`src/design/mpfc_map.svh`:
```
// Register map, field positions, reset values and timing counts of the management and flow-control slice.
// Included by the package user files; definitions only.
`ifndef MPFC_MAP_SVH
`define MPFC_MAP_SVH

`define MPFC_ADDR_W 12
`define MPFC_OFS_ACCESS 12'h114
`define MPFC_OFS_DATA 12'h118
`define MPFC_OFS_FLOW 12'h11C
`define MPFC_OFS_CTRL 12'h130

// Access register fields
`define MPFC_ACC_PHYAD_HI 15
`define MPFC_ACC_PHYAD_LO 11
`define MPFC_ACC_IDX_HI 10
`define MPFC_ACC_IDX_LO 6
`define MPFC_ACC_WNR 1
`define MPFC_ACC_BUSY 0

// Flow control register fields
`define MPFC_FLOW_PT_HI 31
`define MPFC_FLOW_PT_LO 16
`define MPFC_FLOW_PASS 2
`define MPFC_FLOW_EN 1
`define MPFC_FLOW_BUSY 0

// Own control register fields
`define MPFC_CTRL_FDX 0
`define MPFC_CTRL_SEND 1
`define MPFC_CTRL_BP 2

`define MPFC_DATA_RST 16'h0000
`define MPFC_PT_RST 16'h0000
`define MPFC_PHYAD_RST 5'h00
`define MPFC_IDX_RST 5'h00

// Slot time of 512 bit times at 100 Mb/s, in ns, and in mclk cycles
`define MPFC_SLOT_NS 5120
`define MPFC_CLK_NS 40
`define MPFC_SLOT_CYC ((`MPFC_SLOT_NS + `MPFC_CLK_NS - 1) / `MPFC_CLK_NS)

`endif

```
`src/design/mpfc_pkg.sv`:
```
// Types shared by the management and flow-control slice.
// Assumes mpfc_map.svh supplies the numeric map.
package mpfc_pkg;

  typedef enum logic [1:0] {
    MPFC_MG_IDLE = 2'b00,
    MPFC_MG_REQ = 2'b01,
    MPFC_MG_WAIT = 2'b11
  } mpfc_mgmt_state_type;

  // Request to the internal PHY management port
  typedef struct packed {
    logic valid;
    logic write;
    logic [4:0] phy_addr;
    logic [4:0] reg_index;
    logic [15:0] wdata;
  } mpfc_phy_req_type;

  // Answer from the internal PHY management port
  typedef struct packed {
    logic done;
    logic [15:0] rdata;
  } mpfc_phy_rsp_type;

  // Received-frame event from the MAC receive path
  typedef struct packed {
    logic valid;
    logic is_pause;
    logic crc_ok;
    logic addr_pass;
    logic filter_override;
    logic [15:0] pause_time;
  } mpfc_rx_evt_type;

  // Per-frame receive status handed on to the application
  typedef struct packed {
    logic valid;
    logic packet_filter;
    logic pause_frame;
  } mpfc_rx_stat_type;

endpackage

```
`src/design/mpfc_top.sv`:
```
// Management access and flow-control register slice of a 10/100 MAC.
// Assumes one mclk domain; receive path delivers frame events, transmitter hands back pause-frame done.
// Notes on behaviour
// RQ1 - Software sets PHY address to 00001b
// RQ2 - Register index field selects PHY register
// RQ3 - Direction bit: one writes, zero reads
// RQ4 - Busy set by software, cleared on completion
// RQ5 - Software polls busy low before writing
// RQ6 - Software keeps data stable during writes
// RQ7 - Read data valid only after busy clears
// RQ8 - Data register: 16 bits, resets zero
// RQ9 - Pause time field goes into frames
// RQ10 - Pass bit sets packet-filter on pause
// RQ11 - All received frames forwarded with status
// RQ12 - Filtering modes override pass-control bit
// RQ13 - Full duplex pause stops transmit slot-scaled
// RQ14 - Disabled flow control ignores pause frames
// RQ15 - Half duplex enable means back pressure
// RQ16 - Flow busy high while pause/backpressure sent
// RQ17 - Software waits flow busy, writes zero
// RQ18 - New pause reloads timer; zero resumes
//
// Implementation choice: strobed register access.
`include "mpfc_map.svh"
`timescale 1ns/1ps
`default_nettype none
module mpfc_top
  import mpfc_pkg::*;
#(
  parameter int SLOT_CYC = `MPFC_SLOT_CYC
) (
  input wire logic mclk,
  input wire logic rst_n,
  input wire logic [`MPFC_ADDR_W-1:0] reg_addr,
  input wire logic [31:0] reg_wdata,
  input wire logic reg_wr,
  input wire logic reg_rd,
  output logic [31:0] reg_rdata,
  output mpfc_phy_req_type phy_req,
  input wire mpfc_phy_rsp_type phy_rsp,
  input wire mpfc_rx_evt_type rx_evt,
  output mpfc_rx_stat_type rx_stat,
  input wire logic tx_ctrl_done,
  output logic tx_pause_req,
  output logic [15:0] tx_pause_time,
  output logic tx_hold,
  output logic rx_backpressure
);

  // Software-visible state
  logic [4:0] phy_addr_ff;
  logic [4:0] phy_reg_index_ff;
  logic phy_write_not_read_ff;
  logic phy_mgmt_busy_ff;
  logic [15:0] phy_data_ff;
  logic [15:0] pause_time_value_ff;
  logic pass_control_frames_ff;
  logic flow_ctrl_enable_ff;
  logic flow_ctrl_busy_ff;
  logic full_duplex_ff;
  logic bp_request_ff;

  logic [31:0] reg_rdata_ff;
  logic tx_pause_req_ff;
  logic tx_hold_ff;
  logic rx_backpressure_ff;
  mpfc_rx_stat_type rx_stat_ff;
  mpfc_phy_req_type phy_req_w;

  logic mgmt_start;
  logic mgmt_done;
  logic [15:0] mgmt_rdata;
  logic paused;
  logic pause_load;
  logic pause_clear;
  logic send_pause;

  function automatic logic hit(input logic [`MPFC_ADDR_W-1:0] a, input logic [`MPFC_ADDR_W-1:0] ofs);
    hit = (a == ofs);
  endfunction

  logic wr_access;
  logic wr_data;
  logic wr_flow;
  logic wr_ctrl;

  assign wr_access = reg_wr && hit(reg_addr, `MPFC_OFS_ACCESS);
  assign wr_data = reg_wr && hit(reg_addr, `MPFC_OFS_DATA);
  assign wr_flow = reg_wr && hit(reg_addr, `MPFC_OFS_FLOW);
  assign wr_ctrl = reg_wr && hit(reg_addr, `MPFC_OFS_CTRL);

  // Writes while an access runs are dropped, protecting the in-flight request
  assign mgmt_start = wr_access && !phy_mgmt_busy_ff && reg_wdata[`MPFC_ACC_BUSY]; // [RQ4]

  assign send_pause = wr_ctrl && reg_wdata[`MPFC_CTRL_SEND] && !flow_ctrl_busy_ff
    && flow_ctrl_enable_ff && full_duplex_ff;

  assign pause_load = rx_evt.valid && rx_evt.is_pause && rx_evt.crc_ok
    && flow_ctrl_enable_ff && full_duplex_ff; // [RQ13] [RQ14]
  assign pause_clear = !flow_ctrl_enable_ff || !full_duplex_ff; // [RQ14]

  mpfc_phy_mgmt u_mgmt (
    .mclk(mclk),
    .rst_n(rst_n),
    .start(mgmt_start),
    .write(reg_wdata[`MPFC_ACC_WNR]),
    .phy_addr(reg_wdata[`MPFC_ACC_PHYAD_HI:`MPFC_ACC_PHYAD_LO]),
    .reg_index(reg_wdata[`MPFC_ACC_IDX_HI:`MPFC_ACC_IDX_LO]),
    .wdata(phy_data_ff),
    .phy_req(phy_req_w),
    .phy_rsp(phy_rsp),
    .done(mgmt_done),
    .rdata(mgmt_rdata)
  );

  mpfc_pause_timer #(
    .SLOT_CYC(SLOT_CYC)
  ) u_pause (
    .mclk(mclk),
    .rst_n(rst_n),
    .clear(pause_clear),
    .load(pause_load),
    .quanta(rx_evt.pause_time),
    .paused(paused)
  );

  // Management access register
  always_ff @(posedge mclk or negedge rst_n) begin
    if (!rst_n) begin
      phy_addr_ff <= `MPFC_PHYAD_RST;
      phy_reg_index_ff <= `MPFC_IDX_RST;
      phy_write_not_read_ff <= 1'b0;
      phy_mgmt_busy_ff <= 1'b0;
    end else if (mgmt_start) begin
      phy_addr_ff <= reg_wdata[`MPFC_ACC_PHYAD_HI:`MPFC_ACC_PHYAD_LO];
      phy_reg_index_ff <= reg_wdata[`MPFC_ACC_IDX_HI:`MPFC_ACC_IDX_LO]; // [RQ2]
      phy_write_not_read_ff <= reg_wdata[`MPFC_ACC_WNR];
      phy_mgmt_busy_ff <= 1'b1; // [RQ4]
    end else if (wr_access && !phy_mgmt_busy_ff) begin
      phy_addr_ff <= reg_wdata[`MPFC_ACC_PHYAD_HI:`MPFC_ACC_PHYAD_LO];
      phy_reg_index_ff <= reg_wdata[`MPFC_ACC_IDX_HI:`MPFC_ACC_IDX_LO];
      phy_write_not_read_ff <= reg_wdata[`MPFC_ACC_WNR];
    end else if (mgmt_done) begin
      phy_mgmt_busy_ff <= 1'b0; // [RQ4]
    end
  end

  // Management data register; the read answer lands with busy clearing
  always_ff @(posedge mclk or negedge rst_n) begin
    if (!rst_n) begin
      phy_data_ff <= `MPFC_DATA_RST; // [RQ8]
    end else if (mgmt_done && !phy_write_not_read_ff) begin
      phy_data_ff <= mgmt_rdata; // [RQ3] [RQ7]
    end else if (wr_data && !phy_mgmt_busy_ff) begin
      phy_data_ff <= reg_wdata[15:0]; // [RQ8]
    end
  end

  // Flow control register; bit 0 is never written, only driven by hardware
  always_ff @(posedge mclk or negedge rst_n) begin
    if (!rst_n) begin
      pause_time_value_ff <= `MPFC_PT_RST;
      pass_control_frames_ff <= 1'b0;
      flow_ctrl_enable_ff <= 1'b0;
    end else if (wr_flow && !flow_ctrl_busy_ff) begin
      pause_time_value_ff <= reg_wdata[`MPFC_FLOW_PT_HI:`MPFC_FLOW_PT_LO];
      pass_control_frames_ff <= reg_wdata[`MPFC_FLOW_PASS];
      flow_ctrl_enable_ff <= reg_wdata[`MPFC_FLOW_EN];
    end
  end

  // Own control register: duplex and back-pressure request
  always_ff @(posedge mclk or negedge rst_n) begin
    if (!rst_n) begin
      full_duplex_ff <= 1'b0;
      bp_request_ff <= 1'b0;
    end else if (wr_ctrl) begin
      full_duplex_ff <= reg_wdata[`MPFC_CTRL_FDX];
      bp_request_ff <= reg_wdata[`MPFC_CTRL_BP];
    end
  end

  // Pause frame transmit request and flow busy
  always_ff @(posedge mclk or negedge rst_n) begin
    if (!rst_n) begin
      tx_pause_req_ff <= 1'b0;
    end else if (send_pause) begin
      tx_pause_req_ff <= 1'b1;
    end else if (tx_ctrl_done) begin
      tx_pause_req_ff <= 1'b0;
    end
  end

  always_ff @(posedge mclk or negedge rst_n) begin
    if (!rst_n) begin
      rx_backpressure_ff <= 1'b0;
    end else begin
      rx_backpressure_ff <= flow_ctrl_enable_ff && !full_duplex_ff && bp_request_ff; // [RQ15]
    end
  end

  always_ff @(posedge mclk or negedge rst_n) begin
    if (!rst_n) begin
      flow_ctrl_busy_ff <= 1'b0;
    end else if (send_pause) begin
      flow_ctrl_busy_ff <= 1'b1; // [RQ16]
    end else if (tx_pause_req_ff && tx_ctrl_done) begin
      flow_ctrl_busy_ff <= rx_backpressure_ff; // [RQ16]
    end else if (!tx_pause_req_ff) begin
      flow_ctrl_busy_ff <= rx_backpressure_ff; // [RQ16]
    end
  end

  always_ff @(posedge mclk or negedge rst_n) begin
    if (!rst_n) begin
      tx_hold_ff <= 1'b0;
    end else begin
      tx_hold_ff <= paused || pause_load; // [RQ13]
    end
  end

  // Receive status: every frame is forwarded, status tells keep or drop
  always_ff @(posedge mclk or negedge rst_n) begin
    if (!rst_n) begin
      rx_stat_ff <= '0;
    end else begin
      rx_stat_ff.valid <= rx_evt.valid; // [RQ11]
      rx_stat_ff.pause_frame <= rx_evt.valid && rx_evt.is_pause && rx_evt.crc_ok;
      if (rx_evt.filter_override) begin
        rx_stat_ff.packet_filter <= rx_evt.valid && rx_evt.addr_pass; // [RQ12]
      end else if (rx_evt.is_pause && rx_evt.crc_ok) begin
        rx_stat_ff.packet_filter <= rx_evt.valid && pass_control_frames_ff; // [RQ10]
      end else begin
        rx_stat_ff.packet_filter <= rx_evt.valid && rx_evt.addr_pass;
      end
    end
  end

  // Read data, one cycle after the strobe; unmapped reads return zero
  always_ff @(posedge mclk or negedge rst_n) begin
    if (!rst_n) begin
      reg_rdata_ff <= 32'h0000_0000;
    end else if (reg_rd) begin
      reg_rdata_ff <= 32'h0000_0000;
      if (hit(reg_addr, `MPFC_OFS_ACCESS)) begin
        reg_rdata_ff[`MPFC_ACC_PHYAD_HI:`MPFC_ACC_PHYAD_LO] <= phy_addr_ff;
        reg_rdata_ff[`MPFC_ACC_IDX_HI:`MPFC_ACC_IDX_LO] <= phy_reg_index_ff;
        reg_rdata_ff[`MPFC_ACC_WNR] <= phy_write_not_read_ff;
        reg_rdata_ff[`MPFC_ACC_BUSY] <= phy_mgmt_busy_ff;
      end else if (hit(reg_addr, `MPFC_OFS_DATA)) begin
        reg_rdata_ff[15:0] <= phy_data_ff;
      end else if (hit(reg_addr, `MPFC_OFS_FLOW)) begin
        reg_rdata_ff[`MPFC_FLOW_PT_HI:`MPFC_FLOW_PT_LO] <= pause_time_value_ff;
        reg_rdata_ff[`MPFC_FLOW_PASS] <= pass_control_frames_ff;
        reg_rdata_ff[`MPFC_FLOW_EN] <= flow_ctrl_enable_ff;
        reg_rdata_ff[`MPFC_FLOW_BUSY] <= flow_ctrl_busy_ff;
      end else if (hit(reg_addr, `MPFC_OFS_CTRL)) begin
        reg_rdata_ff[`MPFC_CTRL_FDX] <= full_duplex_ff;
        reg_rdata_ff[`MPFC_CTRL_SEND] <= tx_pause_req_ff;
        reg_rdata_ff[`MPFC_CTRL_BP] <= bp_request_ff;
      end
    end
  end

  assign reg_rdata = reg_rdata_ff;
  assign phy_req = phy_req_w;
  assign rx_stat = rx_stat_ff;
  assign tx_pause_req = tx_pause_req_ff;
  assign tx_pause_time = pause_time_value_ff; // [RQ9]
  assign tx_hold = tx_hold_ff;
  assign rx_backpressure = rx_backpressure_ff;

endmodule
`default_nettype wire

```
`src/design/mpfc_phy_mgmt.sv`:
```
// Management access engine: issues one request to the internal PHY per access and waits for its answer.
// Assumes the PHY holds done for one cycle and rdata valid beside it.
`include "mpfc_map.svh"
`timescale 1ns/1ps
`default_nettype none
module mpfc_phy_mgmt
  import mpfc_pkg::*;
(
  input wire logic mclk,
  input wire logic rst_n,
  input wire logic start,
  input wire logic write,
  input wire logic [4:0] phy_addr,
  input wire logic [4:0] reg_index,
  input wire logic [15:0] wdata,
  output var mpfc_phy_req_type phy_req,
  input wire mpfc_phy_rsp_type phy_rsp,
  output logic done,
  output logic [15:0] rdata
);

  mpfc_mgmt_state_type state_ff;
  mpfc_phy_req_type req_ff;

  assign phy_req = req_ff;
  assign done = (state_ff == MPFC_MG_WAIT) && phy_rsp.done;
  assign rdata = phy_rsp.rdata;

  always_ff @(posedge mclk or negedge rst_n) begin
    if (!rst_n) begin
      state_ff <= MPFC_MG_IDLE;
    end else begin
      case (state_ff)
        MPFC_MG_IDLE: begin
          if (start) begin
            state_ff <= MPFC_MG_REQ;
          end
        end
        MPFC_MG_REQ: state_ff <= MPFC_MG_WAIT;
        MPFC_MG_WAIT: begin
          if (phy_rsp.done) begin
            state_ff <= MPFC_MG_IDLE;
          end
        end
        default: state_ff <= MPFC_MG_IDLE;
      endcase
    end
  end

  // Fields are latched at start so software cannot disturb a running access
  always_ff @(posedge mclk or negedge rst_n) begin
    if (!rst_n) begin
      req_ff <= '0;
    end else begin
      req_ff.valid <= (state_ff == MPFC_MG_IDLE) && start;
      if ((state_ff == MPFC_MG_IDLE) && start) begin
        req_ff.write <= write; // [RQ3]
        req_ff.phy_addr <= phy_addr;
        req_ff.reg_index <= reg_index; // [RQ2]
        req_ff.wdata <= wdata;
      end
    end
  end

endmodule
`default_nettype wire

```
`src/design/mpfc_pause_timer.sv`:
```
// Pause timer: counts pause quanta of one slot time each and holds the transmitter while nonzero.
// Assumes load is a one-cycle pulse from a decoded valid pause frame.
`include "mpfc_map.svh"
`timescale 1ns/1ps
`default_nettype none
module mpfc_pause_timer #(
  parameter int SLOT_CYC = `MPFC_SLOT_CYC
) (
  input wire logic mclk,
  input wire logic rst_n,
  input wire logic clear,
  input wire logic load,
  input wire logic [15:0] quanta,
  output logic paused
);

  localparam int SW = $clog2(SLOT_CYC + 1);
  localparam logic [SW-1:0] SLOT_LAST = SW'(SLOT_CYC - 1);

  logic [15:0] quanta_ff;
  logic [SW-1:0] slot_ff;

  assign paused = (quanta_ff != 16'h0000);

  always_ff @(posedge mclk or negedge rst_n) begin
    if (!rst_n) begin
      quanta_ff <= 16'h0000;
      slot_ff <= '0;
    end else if (clear) begin
      quanta_ff <= 16'h0000;
      slot_ff <= '0;
    end else if (load) begin
      quanta_ff <= quanta; // [RQ18]
      slot_ff <= '0;
    end else if (paused) begin
      if (slot_ff == SLOT_LAST) begin
        slot_ff <= '0;
        quanta_ff <= quanta_ff - 16'h0001; // [RQ13]
      end else begin
        slot_ff <= slot_ff + SW'(1);
      end
    end
  end

endmodule
`default_nettype wire

```
`config.mk`:
```
export PLATFORM = sky130hd
export DESIGN_NAME = mpfc_top
export DESIGN_NICKNAME = d
export VERILOG_FILES = /design/src/design/mpfc_pkg.sv /design/src/design/mpfc_top.sv /design/src/design/mpfc_phy_mgmt.sv /design/src/design/mpfc_pause_timer.sv
export VERILOG_INCLUDE_DIRS = /design/src /design/src/design
export SDC_FILE = /design/constraint.sdc
export NUM_CORES = 1
export LEC_CHECK = 0
export BUFFER_PORTS_ARGS = -buffer_cell sky130_fd_sc_hd__buf_4
export CORE_MARGIN = 4
export CORE_UTILIZATION = 53
export CTS_CLUSTER_SIZE = 25
export DETAILED_ROUTE_END_ITERATION = 6
export GPL_ROUTABILITY_DRIVEN = 0
export PLACE_DENSITY = 0.8
export SETUP_SLACK_MARGIN = 0.02
export SYNTH_ARGS = -nofsm -noshare
export SYNTH_HDL_FRONTEND = slang
export SYNTH_HIERARCHICAL = 1
export SYNTH_SLANG_ARGS = --single-unit
export TNS_END_PERCENT = 50
```
`constraint.sdc`:
```
create_clock -name mclk -period 2.6 [get_ports mclk]
set_input_delay 0 -clock mclk [delete_from_list [all_inputs] [get_ports mclk]]
set_output_delay 0 -clock mclk [all_outputs]
set_load 0.02 [all_outputs]
```
==> metrics.md, run 1 <==
| Metric | Value |
|---|---|
| Die Ht | `119.7 um` |
| Highest-count cells in the layout ignoring fill and taps | `176 x buf_4, 141 x dfrtp_1, 72 x dlygate4sd3_1` |
| Synthesized instance count | `503` |
| Iteration-0 DRC Markers | `420` |
| ANT nets after route | `0` |
| CTS Buf Count | `17` |
| Top_reg_cell synth | `dfrtp_1` |
| Number of flops mapped to enable cells by yosys | `0` |
| Number of max-cap violations | `0` |
| Syn Area/Cell | `13.15 um2` |
| Final instance area | `~9200 um2` |
| Reg clk slew, reported paths | `60 ps` |
| Unique cell type count in the Yosys netlist | `68` |
| Peak supply drop | `0.0003840 V` |
| Vias in the first global route | `5358` |
| Synth warn | `6` |
| Worst EP arrival | `2720 ps` |
| Longest Clk Path Bufs | `2` |
| Drt total wl | `18040 um` |
| Final Skew | `7.503 ps` |
| HPWL after DPL | `11340 um` |
| Crit path capture type | `flip-flop` |
| Post-synth top area cell | `dfrtp_1` |
| CTS tree | `built` |
| Skew-Pair Late Insertion Delay | `approximately 410 ps` |
| Root Driver | `clkbuf_16` |
| Total track usage | `0.2563` |
| Fmax | `0.4119 GHz` |
| Final cell count without fillers | `911` |
| Final setup margin | `172.0 ps` |
| FF+latch count, synth | `141` |
| Port Buf Inserts | `168` |
| Layout cells sized above 1 | `0.4280` |
| Post-layout nets | `821` |
| I/O pins | `169` |
| Unrepaired setup endpoints after global routing | `false` |
| Initial antenna violation count | `0` |
| Critical Path RT | `2890 ps` |
| Syn nets | `592` |
| Post-Syn Area | `6615 um2` |
| WL/cell | `19.81 um` |
| Final count of negative-setup-slack endpoints | `0` |
| Post-synth ARST share | `1.000` |
| Crit path from | `u_mgmt/state_ff[1]` |
| First-pass GRT wire length | `28570 um` |
| Largest net degree at the start of global routing | `80` |
| Pwr dens | `534.6 nW/um2` |
| CP Max Fanout | `12` |
| Area contributors post-synth | `dfrtp_1 53%, mux2_2 10%, mux2_4 6.6%` |
| Register area share after synthesis | `0.5334` |
| Die Area | `14330 um2` |
| Share of the synthesized area in the top cell type | `0.5334` |
| Period utilisation layout | `0.9339` |
| Htree depth | `4` |
| Diode count | `0` |
| FF-to-FF Start | `u_mgmt/state_ff[1]` |
| Worst hold path class | `in -> reg` |
| Via density per instance | `5.572` |
| Setup TNS | `0 ps` |
| Fin crit period | `~2400 ps` |
| Status | `finished clean` |
| Pre-CTS setup slack | `452.6 ps` |
| Setup Fix Bufs, Post-CTS | `0` |
| Placed Cells | `809` |
| Critical path class | `reg -> reg` |
| Die width | `119.7 um` |
| # clock sinks | `roughly 140` |
| # rows | `40` |
| Worst-margin pin slew | `794.1 ps` |
| Max Transition Viols Final | `0` |
| Initial Util | `0.5462` |
| Core area | `around 12000 um2` |
| Pre-Repair DR Iteration Count | `5` |
| Commonest non-fill, non-tap cell in the layout | `buf_4` |
| GRT overflow | `0` |
| Crit path launch type | `flip-flop` |
| Via count | `~5100` |
| P&R area growth vs syn | `39.49%` |
| Residual DRC | `0` |
| Min-Delay Startpoint | `reg_wdata[3]` |
| Leak | `4.686 nW` |
| Slew headroom | `0.4700` |
| Cell Area, Placed | `7910 um2` |
| Number of hold violations in the final report | `0` |
[area by class of cell]
type | count | area (um2)
Timing Repair Buffer | 251 | 2093
Inverter | 17 | 63.81
Multi-Input combinational cell | 304 | 2738
Tap cell | 168 | 210.2
Clock inverter | 6 | 82.58
Fill cell | 761 | 2884
Sequential cell | 141 | 3528
Clock buffer | 24 | 511.7
[through the flow]
stage                     utilization  power, mW  hold WS (ps)
after floorplan                     -      2.303        -295.6
after global placement         0.6531      2.459        -134.6
after detailed placement       0.6531      2.466        -129.6
after CTS                      0.7617      4.957         3.351
after global routing           0.7619      5.082         7.329
final                          0.7619      4.933         18.37
[timing repair]
action | in CTS | in global routing
resized for setup | 0 | 1
setup endpoints to repair | 0 | 2
endpoints found under the hold margin | 224 | 0
hold buffers | 72 | 0
[cell families after synthesis]
kind of cell	synth area share
mux	0.1787
simple gates	0.1152
buf+inv	0.05409
fa+ha+maj	0.003782
compound gates	0.09628
flops	0.5334
xor+xnor	0.01854
[path summary, 6_finish.rpt]
path                                           to  slack, ps  cells past startpoint
worst min-delay path               phy_data_ff[3]         20                      3
worst max register to register     phy_data_ff[4]        170                      6
max in group asynchronous           reg_rdata[10]       1800                      3
min in group asynchronous        tx_pause_time[7]         30                      2
worst min register to register  flow_ctrl_busy_ff        500                      2
worst max-delay path               phy_data_ff[4]        170                      6
[synthesized netlist by cell type, types with 3 or more instances]
cell type / number
buf_4: 18
nor4_1: 3
a21oi_1: 13
nor3_1: 5
mux2_4: 29
inv_1: 17
mux2_2: 61
clkbuf_1: 16
mux2i_1: 6
a221o_1: 10
nand4_1: 12
nand3_1: 5
nor2_1: 22
a22o_1: 19
buf_6: 3
nand2_1: 15
buf_12: 3
dfrtp_1: 141
xor2_1: 7
o21a_1: 5
a211oi_1: 6
xnor2_1: 7
nor2b_1: 14
o21ai_0: 3
and4b_1: 3
[sequential cells by signal, summed over array words and instances, names as in the netlist]
register / count
bp_request_ff: 1
flow_ctrl_busy_ff: 1
flow_ctrl_enable_ff: 1
full_duplex_ff: 1
pass_control_frames_ff: 1
phy_addr_ff: 5
phy_data_ff: 16
phy_mgmt_busy_ff: 1
phy_reg_index_ff: 5
phy_write_not_read_ff: 1
reg_rdata: 32
rx_backpressure: 1
rx_stat: 3
tx_hold: 1
tx_pause_req: 1
tx_pause_time: 16
u_mgmt/phy_req: 28
u_mgmt/state_ff: 2
u_pause/quanta_ff: 16
u_pause/slot_ff: 8
[layer usage]
layer	up-vias	share of wire	GRT usage
met5	-	0	0
met4	0	0.022	0.09520
met3	36	0.063	0.06739
met2	234	0.51	0.4361
met1	2525	0.40	0.3148
li1	2281	-	-
[critical path: stages (launching register included)]
cell and delay [ps]:
dfrtp_1 430, and3_2 240, nand2_2 170, buf_4 270, mux2_2 370, dlygate4sd3_1 570, mux2_2 260
[power by group]
part | switching (mW) | internal (mW) | total, mW
sequential | 0.00211 | 2.20 | 2.20
clock | 0.864 | 1.55 | 2.41
combinational | 0.134 | 0.184 | 0.317
total | 1.00 | 3.93 | 4.93
(Power assumes the default switching activity.)
==> run 2, diff against run 1 <==
--- a/config.mk
+++ b/config.mk
@@ -8,11 +8,11 @@
 export LEC_CHECK = 0
 export BUFFER_PORTS_ARGS = -buffer_cell sky130_fd_sc_hd__buf_4
 export CORE_MARGIN = 4
-export CORE_UTILIZATION = 53
+export CORE_UTILIZATION = 57
 export CTS_CLUSTER_SIZE = 25
 export DETAILED_ROUTE_END_ITERATION = 6
 export GPL_ROUTABILITY_DRIVEN = 0
-export PLACE_DENSITY = 0.8
+export PLACE_DENSITY = 0.85
 export SETUP_SLACK_MARGIN = 0.02
 export SYNTH_ARGS = -nofsm -noshare
 export SYNTH_HDL_FRONTEND = slang
==> constraint.sdc (replaced) <==
create_clock -name mclk -period 2.83 [get_ports mclk]
set_input_delay 0 -clock mclk [delete_from_list [all_inputs] [get_ports mclk]]
set_output_delay 0 -clock mclk [all_outputs]
set_load 0.02 [all_outputs]
==> metrics.md, run 2 (synthesis gave the netlist of run 1 again) <==
| Metric | Value |
|---|---|
| Status | `finished clean (unchanged)` |
| Pwr dens | `529.1 nW/um2 (was 534.6 nW/um2)` |
| Largest net degree at the start of global routing | `81 (was 80)` |
| Unrepaired setup endpoints after global routing | `false (unchanged)` |
| # rows | `39 (was 40)` |
| Via density per instance | `5.955 (was 5.572)` |
| Sequential power share | `0.411 (was 0.446)` |
| Final count of negative-setup-slack endpoints | `0 (unchanged)` |
| Sw power | `0.9696 mW (was 0.9998 mW)` |
| Die Ht | `115.7 um (was 119.7 um)` |
| Crit path capture type | `flip-flop (unchanged)` |
| WL/cell | `22.14 um (was 19.81 um)` |
| Internal | `3.948 mW (was 3.933 mW)` |
| Cell Area, Placed | `7864 um2 (was 7910 um2)` |
| Highest-count cells in the layout ignoring fill and taps | `174 x buf_4, 141 x dfrtp_1, 74 x dlygate4sd3_1 (was 176 x buf_4, 141 x dfrtp_1, 72 x dlygate4sd3_1)` |
| ANT nets after route | `0 (unchanged)` |
| Die Area | `13390 um2 (was 14330 um2)` |
| Final instance area | `9294 um2 (was 9228 um2)` |
| Longest Clk Path Bufs | `2 (unchanged)` |
| P&R area growth vs syn | `40.50% (was 39.49%)` |
| Vias in the first global route | `5668 (was 5358)` |
| Period utilisation layout | `0.9487 (was 0.9339)` |
| Post-cts sizing count | `0 (unchanged)` |
| Worst R2R Setup Slack | `150 ps (was 170 ps)` |
| Via count | `5294 (was 5076)` |
| Pre-Repair DR Iteration Count | `5 (unchanged)` |
| Die width | `115.7 um (was 119.7 um)` |
| Tot Pwr | `4.918 mW (was 4.933 mW)` |
| Initial antenna violation count | `1 (was 0)` |
| R2r endpoint | `phy_data_ff[3] (was phy_data_ff[4])` |
| Number of hold violations in the final report | `0 (unchanged)` |
| Slew headroom | `0.4323 (was 0.4700)` |
| CTS tree | `built (unchanged)` |
| Drt total wl | `19680 um (was 18040 um)` |
| Worst-margin pin slew | `850.6 ps (was 794.1 ps)` |
| Post-layout nets | `821 (unchanged)` |
| CTS Buf Count | `17 (unchanged)` |
| Finished Core Util | `0.8174 (was 0.7619)` |
| Commonest non-fill, non-tap cell in the layout | `buf_4 (unchanged)` |
| GRT overflow | `0 (unchanged)` |
| Critical Path RT | `3140 ps (was 2890 ps)` |
| Initial Util | `0.5818 (was 0.5462)` |
| Fmax | `0.3725 GHz (was 0.4119 GHz)` |
| HPWL after DPL | `11300 um (was 11340 um)` |
| Leak | `4.716 nW (was 4.686 nW)` |
| Htree depth | `4 (unchanged)` |
| I/O pins | `169 (unchanged)` |
| Clock power frac | `0.529 (was 0.489)` |
| Peak supply drop | `0.0007329 V (was 0.0003840 V)` |
| Iteration-0 DRC Markers | `446 (was 420)` |
| Number of max-cap violations | `0 (unchanged)` |
| First-pass GRT wire length | `30280 um (was 28570 um)` |
| Root Driver | `clkbuf_16 (unchanged)` |
| Fin crit period | `2685 ps (was 2428 ps)` |
| Critical path class | `reg -> reg (unchanged)` |
| Number of flip-flops in the largest register | `32 (unchanged)` |
| Core area | `11370 um2 (was 12110 um2)` |
| Switching Share | `0.1972 (was 0.2027)` |
| Crit path from | `u_mgmt/state_ff[1] (unchanged)` |
| Final Skew | `10.57 ps (was 7.503 ps)` |
| # clock sinks | `141 (unchanged)` |
| Worst hold path class | `in -> reg (unchanged)` |
| Skew-Pair Late Insertion Delay | `420 ps (was 410 ps)` |
| Max Transition Viols Final | `0 (unchanged)` |
| FF-to-FF Start | `u_mgmt/state_ff[1] (unchanged)` |
| Worst EP arrival | `2990 ps (was 2720 ps)` |
| Setup TNS | `0 ps (unchanged)` |
| Combinational Power Share | `0.059 (was 0.064)` |
| Setup crit end | `phy_data_ff[3] (was phy_data_ff[4])` |
| Worst R2R Path Depth | `6 (unchanged)` |
| Total track usage | `0.2982 (was 0.2563)` |
| Layout cells sized above 1 | `0.4242 (was 0.4280)` |
| Reg clk slew, reported paths | `60 ps (about the same)` |
| CP Max Fanout | `9 (was 12)` |
| Crit path launch type | `flip-flop (unchanged)` |
| Port Buf Inserts | `168 (unchanged)` |
| Residual DRC | `0 (unchanged)` |
## run 2: stage by stage
stage / hold WS, ps / instances / setup WS [ps]
2_1_floorplan: -295.6 / 503 / 903.1
6_report: 16.73 / 889 / 145.2
4_1_cts: 3.279 / 888 / 209.4
5_1_grt: 28.55 / 889 / 101.9
3_3_place_gp: 74.32 / 782 / 761.0
3_5_place_dp: 87.36 / 782 / 668.8
## run 2: area by class of cell
cell class / instances / area [um2]
Sequential cell: 141 / 3528
Tap cell: 143 / 178.9
Antenna cell: 1 / 2.502
Multi-Input combinational cell: 304 / 2735
Inverter: 17 / 63.81
Clock inverter: 12 / 240.2
Clock buffer: 20 / 446.7
Timing Repair Buffer: 251 / 2098
Fill cell: 586 / 2076
## run 2: worst max-delay path, cell delays in order, from the launching register on
cell           delay, ps
dfrtp_1              460
and3_2               260
nand2_1              390
buf_4                290
mux2_2               350
dlygate4sd3_1        550
mux2_2               260
## run 2: layer usage
metal	wire, um	vias to the layer above	global-route usage
met5	0	-	0
met4	725	0	0.1191
met3	1542	75	0.09191
met2	10040	294	0.5231
met1	7367	2631	0.3415
li1	-	2294	-
## run 2: power groups by stage
| stage | Sequential [mW] | Combinational [mW] | Clock, mW |
|---|---|---|---|
| finish | 2.02 | 0.292 | 2.60 |
| floorplan | 2.06 | 0.0534 | 0 |
| CTS | 2.02 | 0.288 | 2.63 |
| global placement | 2.06 | 0.200 | 0 |
| detailed placement | 2.06 | 0.205 | 0 |
| global route | 2.02 | 0.313 | 2.71 |
## run 2: timing repair
action,in CTS,in global routing
buffers inserted,0,0
endpoints found under the hold margin,162,0
endpoints found under the setup margin,0,0
hold buffers,74,0
## run 2: worst min path at each step
stage | slack, ps | depth (start not counted) | to | startpoint
finish | 20 | 3 | reg_rdata[14] | reg_rd
CTS | 3 | 3 | reg_rdata[14] | reg_rd
detailed placement | 90 | 1 | reg_rdata[23] | rst_n
global placement | 70 | 1 | reg_rdata[24] | rst_n
floorplan | -300 | 0 | bp_request_ff | rst_n
global route | 30 | 3 | reg_rdata[14] | reg_rd
==> run 3, diff against run 2 <==
--- a/config.mk
+++ b/config.mk
@@ -12,7 +12,7 @@
 export CTS_CLUSTER_SIZE = 25
 export DETAILED_ROUTE_END_ITERATION = 6
 export GPL_ROUTABILITY_DRIVEN = 0
-export PLACE_DENSITY = 0.85
+export PLACE_DENSITY_LB_ADDON = 0.15
 export SETUP_SLACK_MARGIN = 0.02
 export SYNTH_ARGS = -nofsm -noshare
 export SYNTH_HDL_FRONTEND = slang
==> metrics.md, run 3 (synthesis gave the netlist of run 1 again) <==
| Metric | Value |
|---|---|
| Status | `finished clean (unchanged)` |
| Reg clk slew, reported paths | `70 ps (was 60 ps)` |
| Htree depth | `4 (unchanged)` |
| WHS Path Cells | `3 (unchanged)` |
| Die Ht | `115.7 um (unchanged)` |
| R2r endpoint | `phy_data_ff[4] (was phy_data_ff[3])` |
| Worst hold path class | `in -> reg (unchanged)` |
| Unrepaired setup endpoints after global routing | `false (unchanged)` |
| ANT nets after route | `0 (unchanged)` |
| Crit path launch type | `flip-flop (unchanged)` |
| Crit path buf inv count | `2 (unchanged)` |
| Diode count | `0 (was 1)` |
| Setup TNS | `0 ps (unchanged)` |
| Tot Pwr | `4.890 mW (was 4.918 mW)` |
| Worst EP arrival | `2870 ps (was 2990 ps)` |
| # rows | `39 (unchanged)` |
| Worst Hold End | `phy_data_ff[14] (was reg_rdata[14])` |
| Post-cts sizing count | `0 (unchanged)` |
| HPWL after DPL | `10800 um (was 11300 um)` |
| CTS Buf Count | `17 (unchanged)` |
| Most frequent CP cell | `mux2_2 (unchanged)` |
| GRT overflow | `0 (unchanged)` |
| CP Cell Sequence | `and3_2 -> nand2_1 -> buf_4 -> mux2_2 -> dlygate4sd3_1 -> mux2_2 (unchanged)` |
| Initial Util | `0.5818 (unchanged)` |
| Post-layout nets | `821 (unchanged)` |
| Iteration-0 DRC Markers | `348 (was 446)` |
| Crit path capture type | `flip-flop (unchanged)` |
| Slew headroom | `0.5308 (was 0.4323)` |
| I/O pins | `169 (unchanged)` |
| Worst R2R Setup Slack | `270 ps (was 150 ps)` |
| First-pass GRT wire length | `28010 um (was 30280 um)` |
| Final count of negative-setup-slack endpoints | `0 (unchanged)` |
| Number of flip-flops in the largest register | `32 (unchanged)` |
| Vias in the first global route | `5445 (was 5668)` |
| WL/cell | `19.93 um (was 22.14 um)` |
| Pwr dens | `526.7 nW/um2 (was 529.1 nW/um2)` |
| Worst path max stage delay | `580 ps (was 550 ps)` |
| Worst-margin pin slew | `703.8 ps (was 850.6 ps)` |
| Via count | `5090 (was 5294)` |
| Longest Clk Path Bufs | `2 (unchanged)` |
| Leak | `4.717 nW (was 4.716 nW)` |
| Core area | `11370 um2 (unchanged)` |
| Number of max-cap violations | `0 (unchanged)` |
| P&R area growth vs syn | `40.34% (was 40.50%)` |
| Total track usage | `0.2718 (was 0.2982)` |
| Largest net degree at the start of global routing | `79 (was 81)` |
| Setup Fix Bufs, Post-CTS | `0 (unchanged)` |
| Fmax | `0.3902 GHz (was 0.3725 GHz)` |
| Critical-path top delay cell | `dlygate4sd3_1 (unchanged)` |
| Pre-Repair DR Iteration Count | `5 (unchanged)` |
| # clock sinks | `141 (unchanged)` |
| Fillers | `623 (was 586)` |
| Die width | `115.7 um (unchanged)` |
| Period utilisation layout | `0.9055 (was 0.9487)` |
| Via density per instance | `5.732 (was 5.955)` |
| CTS tree | `built (unchanged)` |
| Number of hold violations in the final report | `0 (unchanged)` |
| CTS Hold Bufs | `72 (was 74)` |
| Initial antenna violation count | `0 (was 1)` |
| Critical Path RT | `3140 ps (about the same)` |
| Peak supply drop | `0.0004310 V (was 0.0007329 V)` |
| Highest-count cells in the layout ignoring fill and taps | `176 x buf_4, 141 x dfrtp_1, 72 x dlygate4sd3_1 (was 174 x buf_4, 141 x dfrtp_1, 74 x dlygate4sd3_1)` |
| Residual DRC | `0 (unchanged)` |
| Delay-heaviest family, CP | `buffers and inverters (unchanged)` |
| Port Buf Inserts | `168 (unchanged)` |
| Root Driver | `clkbuf_16 (unchanged)` |
| FF-to-FF Start | `u_mgmt/state_ff[1] (unchanged)` |
| Skew-Pair Late Insertion Delay | `420 ps (about the same)` |
| Critical path class | `reg -> reg (unchanged)` |
| Layout cells sized above 1 | `0.4295 (was 0.4242)` |
| Commonest non-fill, non-tap cell in the layout | `buf_4 (unchanged)` |
| CP Max Fanout | `12 (was 9)` |
| Worst R2R Path Depth | `6 (unchanged)` |
| Die Area | `13390 um2 (unchanged)` |
| Drt total wl | `17700 um (was 19680 um)` |
| Fin crit period | `2563 ps (was 2685 ps)` |
| Min-Delay Startpoint | `phy_rsp[14] (was reg_rd)` |
| Max Transition Viols Final | `0 (unchanged)` |
| Final Skew | `11.03 ps (was 10.57 ps)` |
-- run 3: changes by cell type in the layout (fill, tap and decap cells not counted), sizes merged --
cell         change
buf              +2
bufinv           -1
clkbuf           -3
diode            -1
dlygate4sd3      -2
inv              +4
-- run 3: final cells by class --
class	count	area [um2]	area share
repair buffers	251	2093	0.2255
clock inverters	15	259.0	0.02790
multi-input cells	304	2735	0.2946
well taps	143	178.9	0.01927
flip-flops and latches	141	3528	0.3801
inverters	17	63.81	0.006873
clock buffers	17	425.4	0.04582
-- run 3: how the worst max path moves through the flow --
stage,endpoint,from,slack (ps),cells past startpoint
after floorplan,phy_data_ff[10],u_mgmt/state_ff[1],900,5
after global placement,u_mgmt/phy_req[11],reg_addr[9],730,8
after detailed placement,u_mgmt/phy_req[13],reg_addr[9],680,8
after CTS,phy_data_ff[4],u_mgmt/state_ff[1],280,6
after global routing,phy_data_ff[5],u_mgmt/state_ff[1],230,6
final,phy_data_ff[4],u_mgmt/state_ff[1],270,6
-- run 3: power by group --
group / internal (mW) / switching, mW
sequential: 2.02 / 0.00186
combinational: 0.170 / 0.123
clock: 1.67 / 0.903
total: 3.86 / 1.03
-- run 3: worst register-to-register path, cell delays in order (launching register included) --
cell and delay (ps):
dfrtp_1 430, and3_2 230, nand2_1 270, buf_4 310
mux2_2 370, dlygate4sd3_1 580, mux2_2 270
-- run 3: metrics by stage --
| step | setup WS (ps) | cell area, um2 | cells | hold slack [ps] | util |
|---|---|---|---|---|---|
| after floorplan | 903.1 | 6615 | 503 | -295.6 | - |
| after global placement | 733.6 | 7879 | 784 | 65.10 | 0.6930 |
| after detailed placement | 677.2 | 7879 | 784 | 71.25 | 0.6930 |
| after CTS | 277.5 | 9284 | 888 | 5.335 | 0.8166 |
| after global routing | 227.7 | 9284 | 888 | 6.863 | 0.8166 |
| final | 267.4 | 9284 | 888 | 16.36 | 0.8166 |
-- run 3: per-layer routing --
metal / share of wire / vias to the layer above / GRT usage / routed length, um
met5: 0 / - / 0 / 0
met4: 0.025 / 0 / 0.1075 / 439
met2: 0.50 / 206 / 0.4668 / 8898
met1: 0.40 / 2550 / 0.3316 / 7163
met3: 0.068 / 45 / 0.06684 / 1198
li1: - / 2289 / - / -
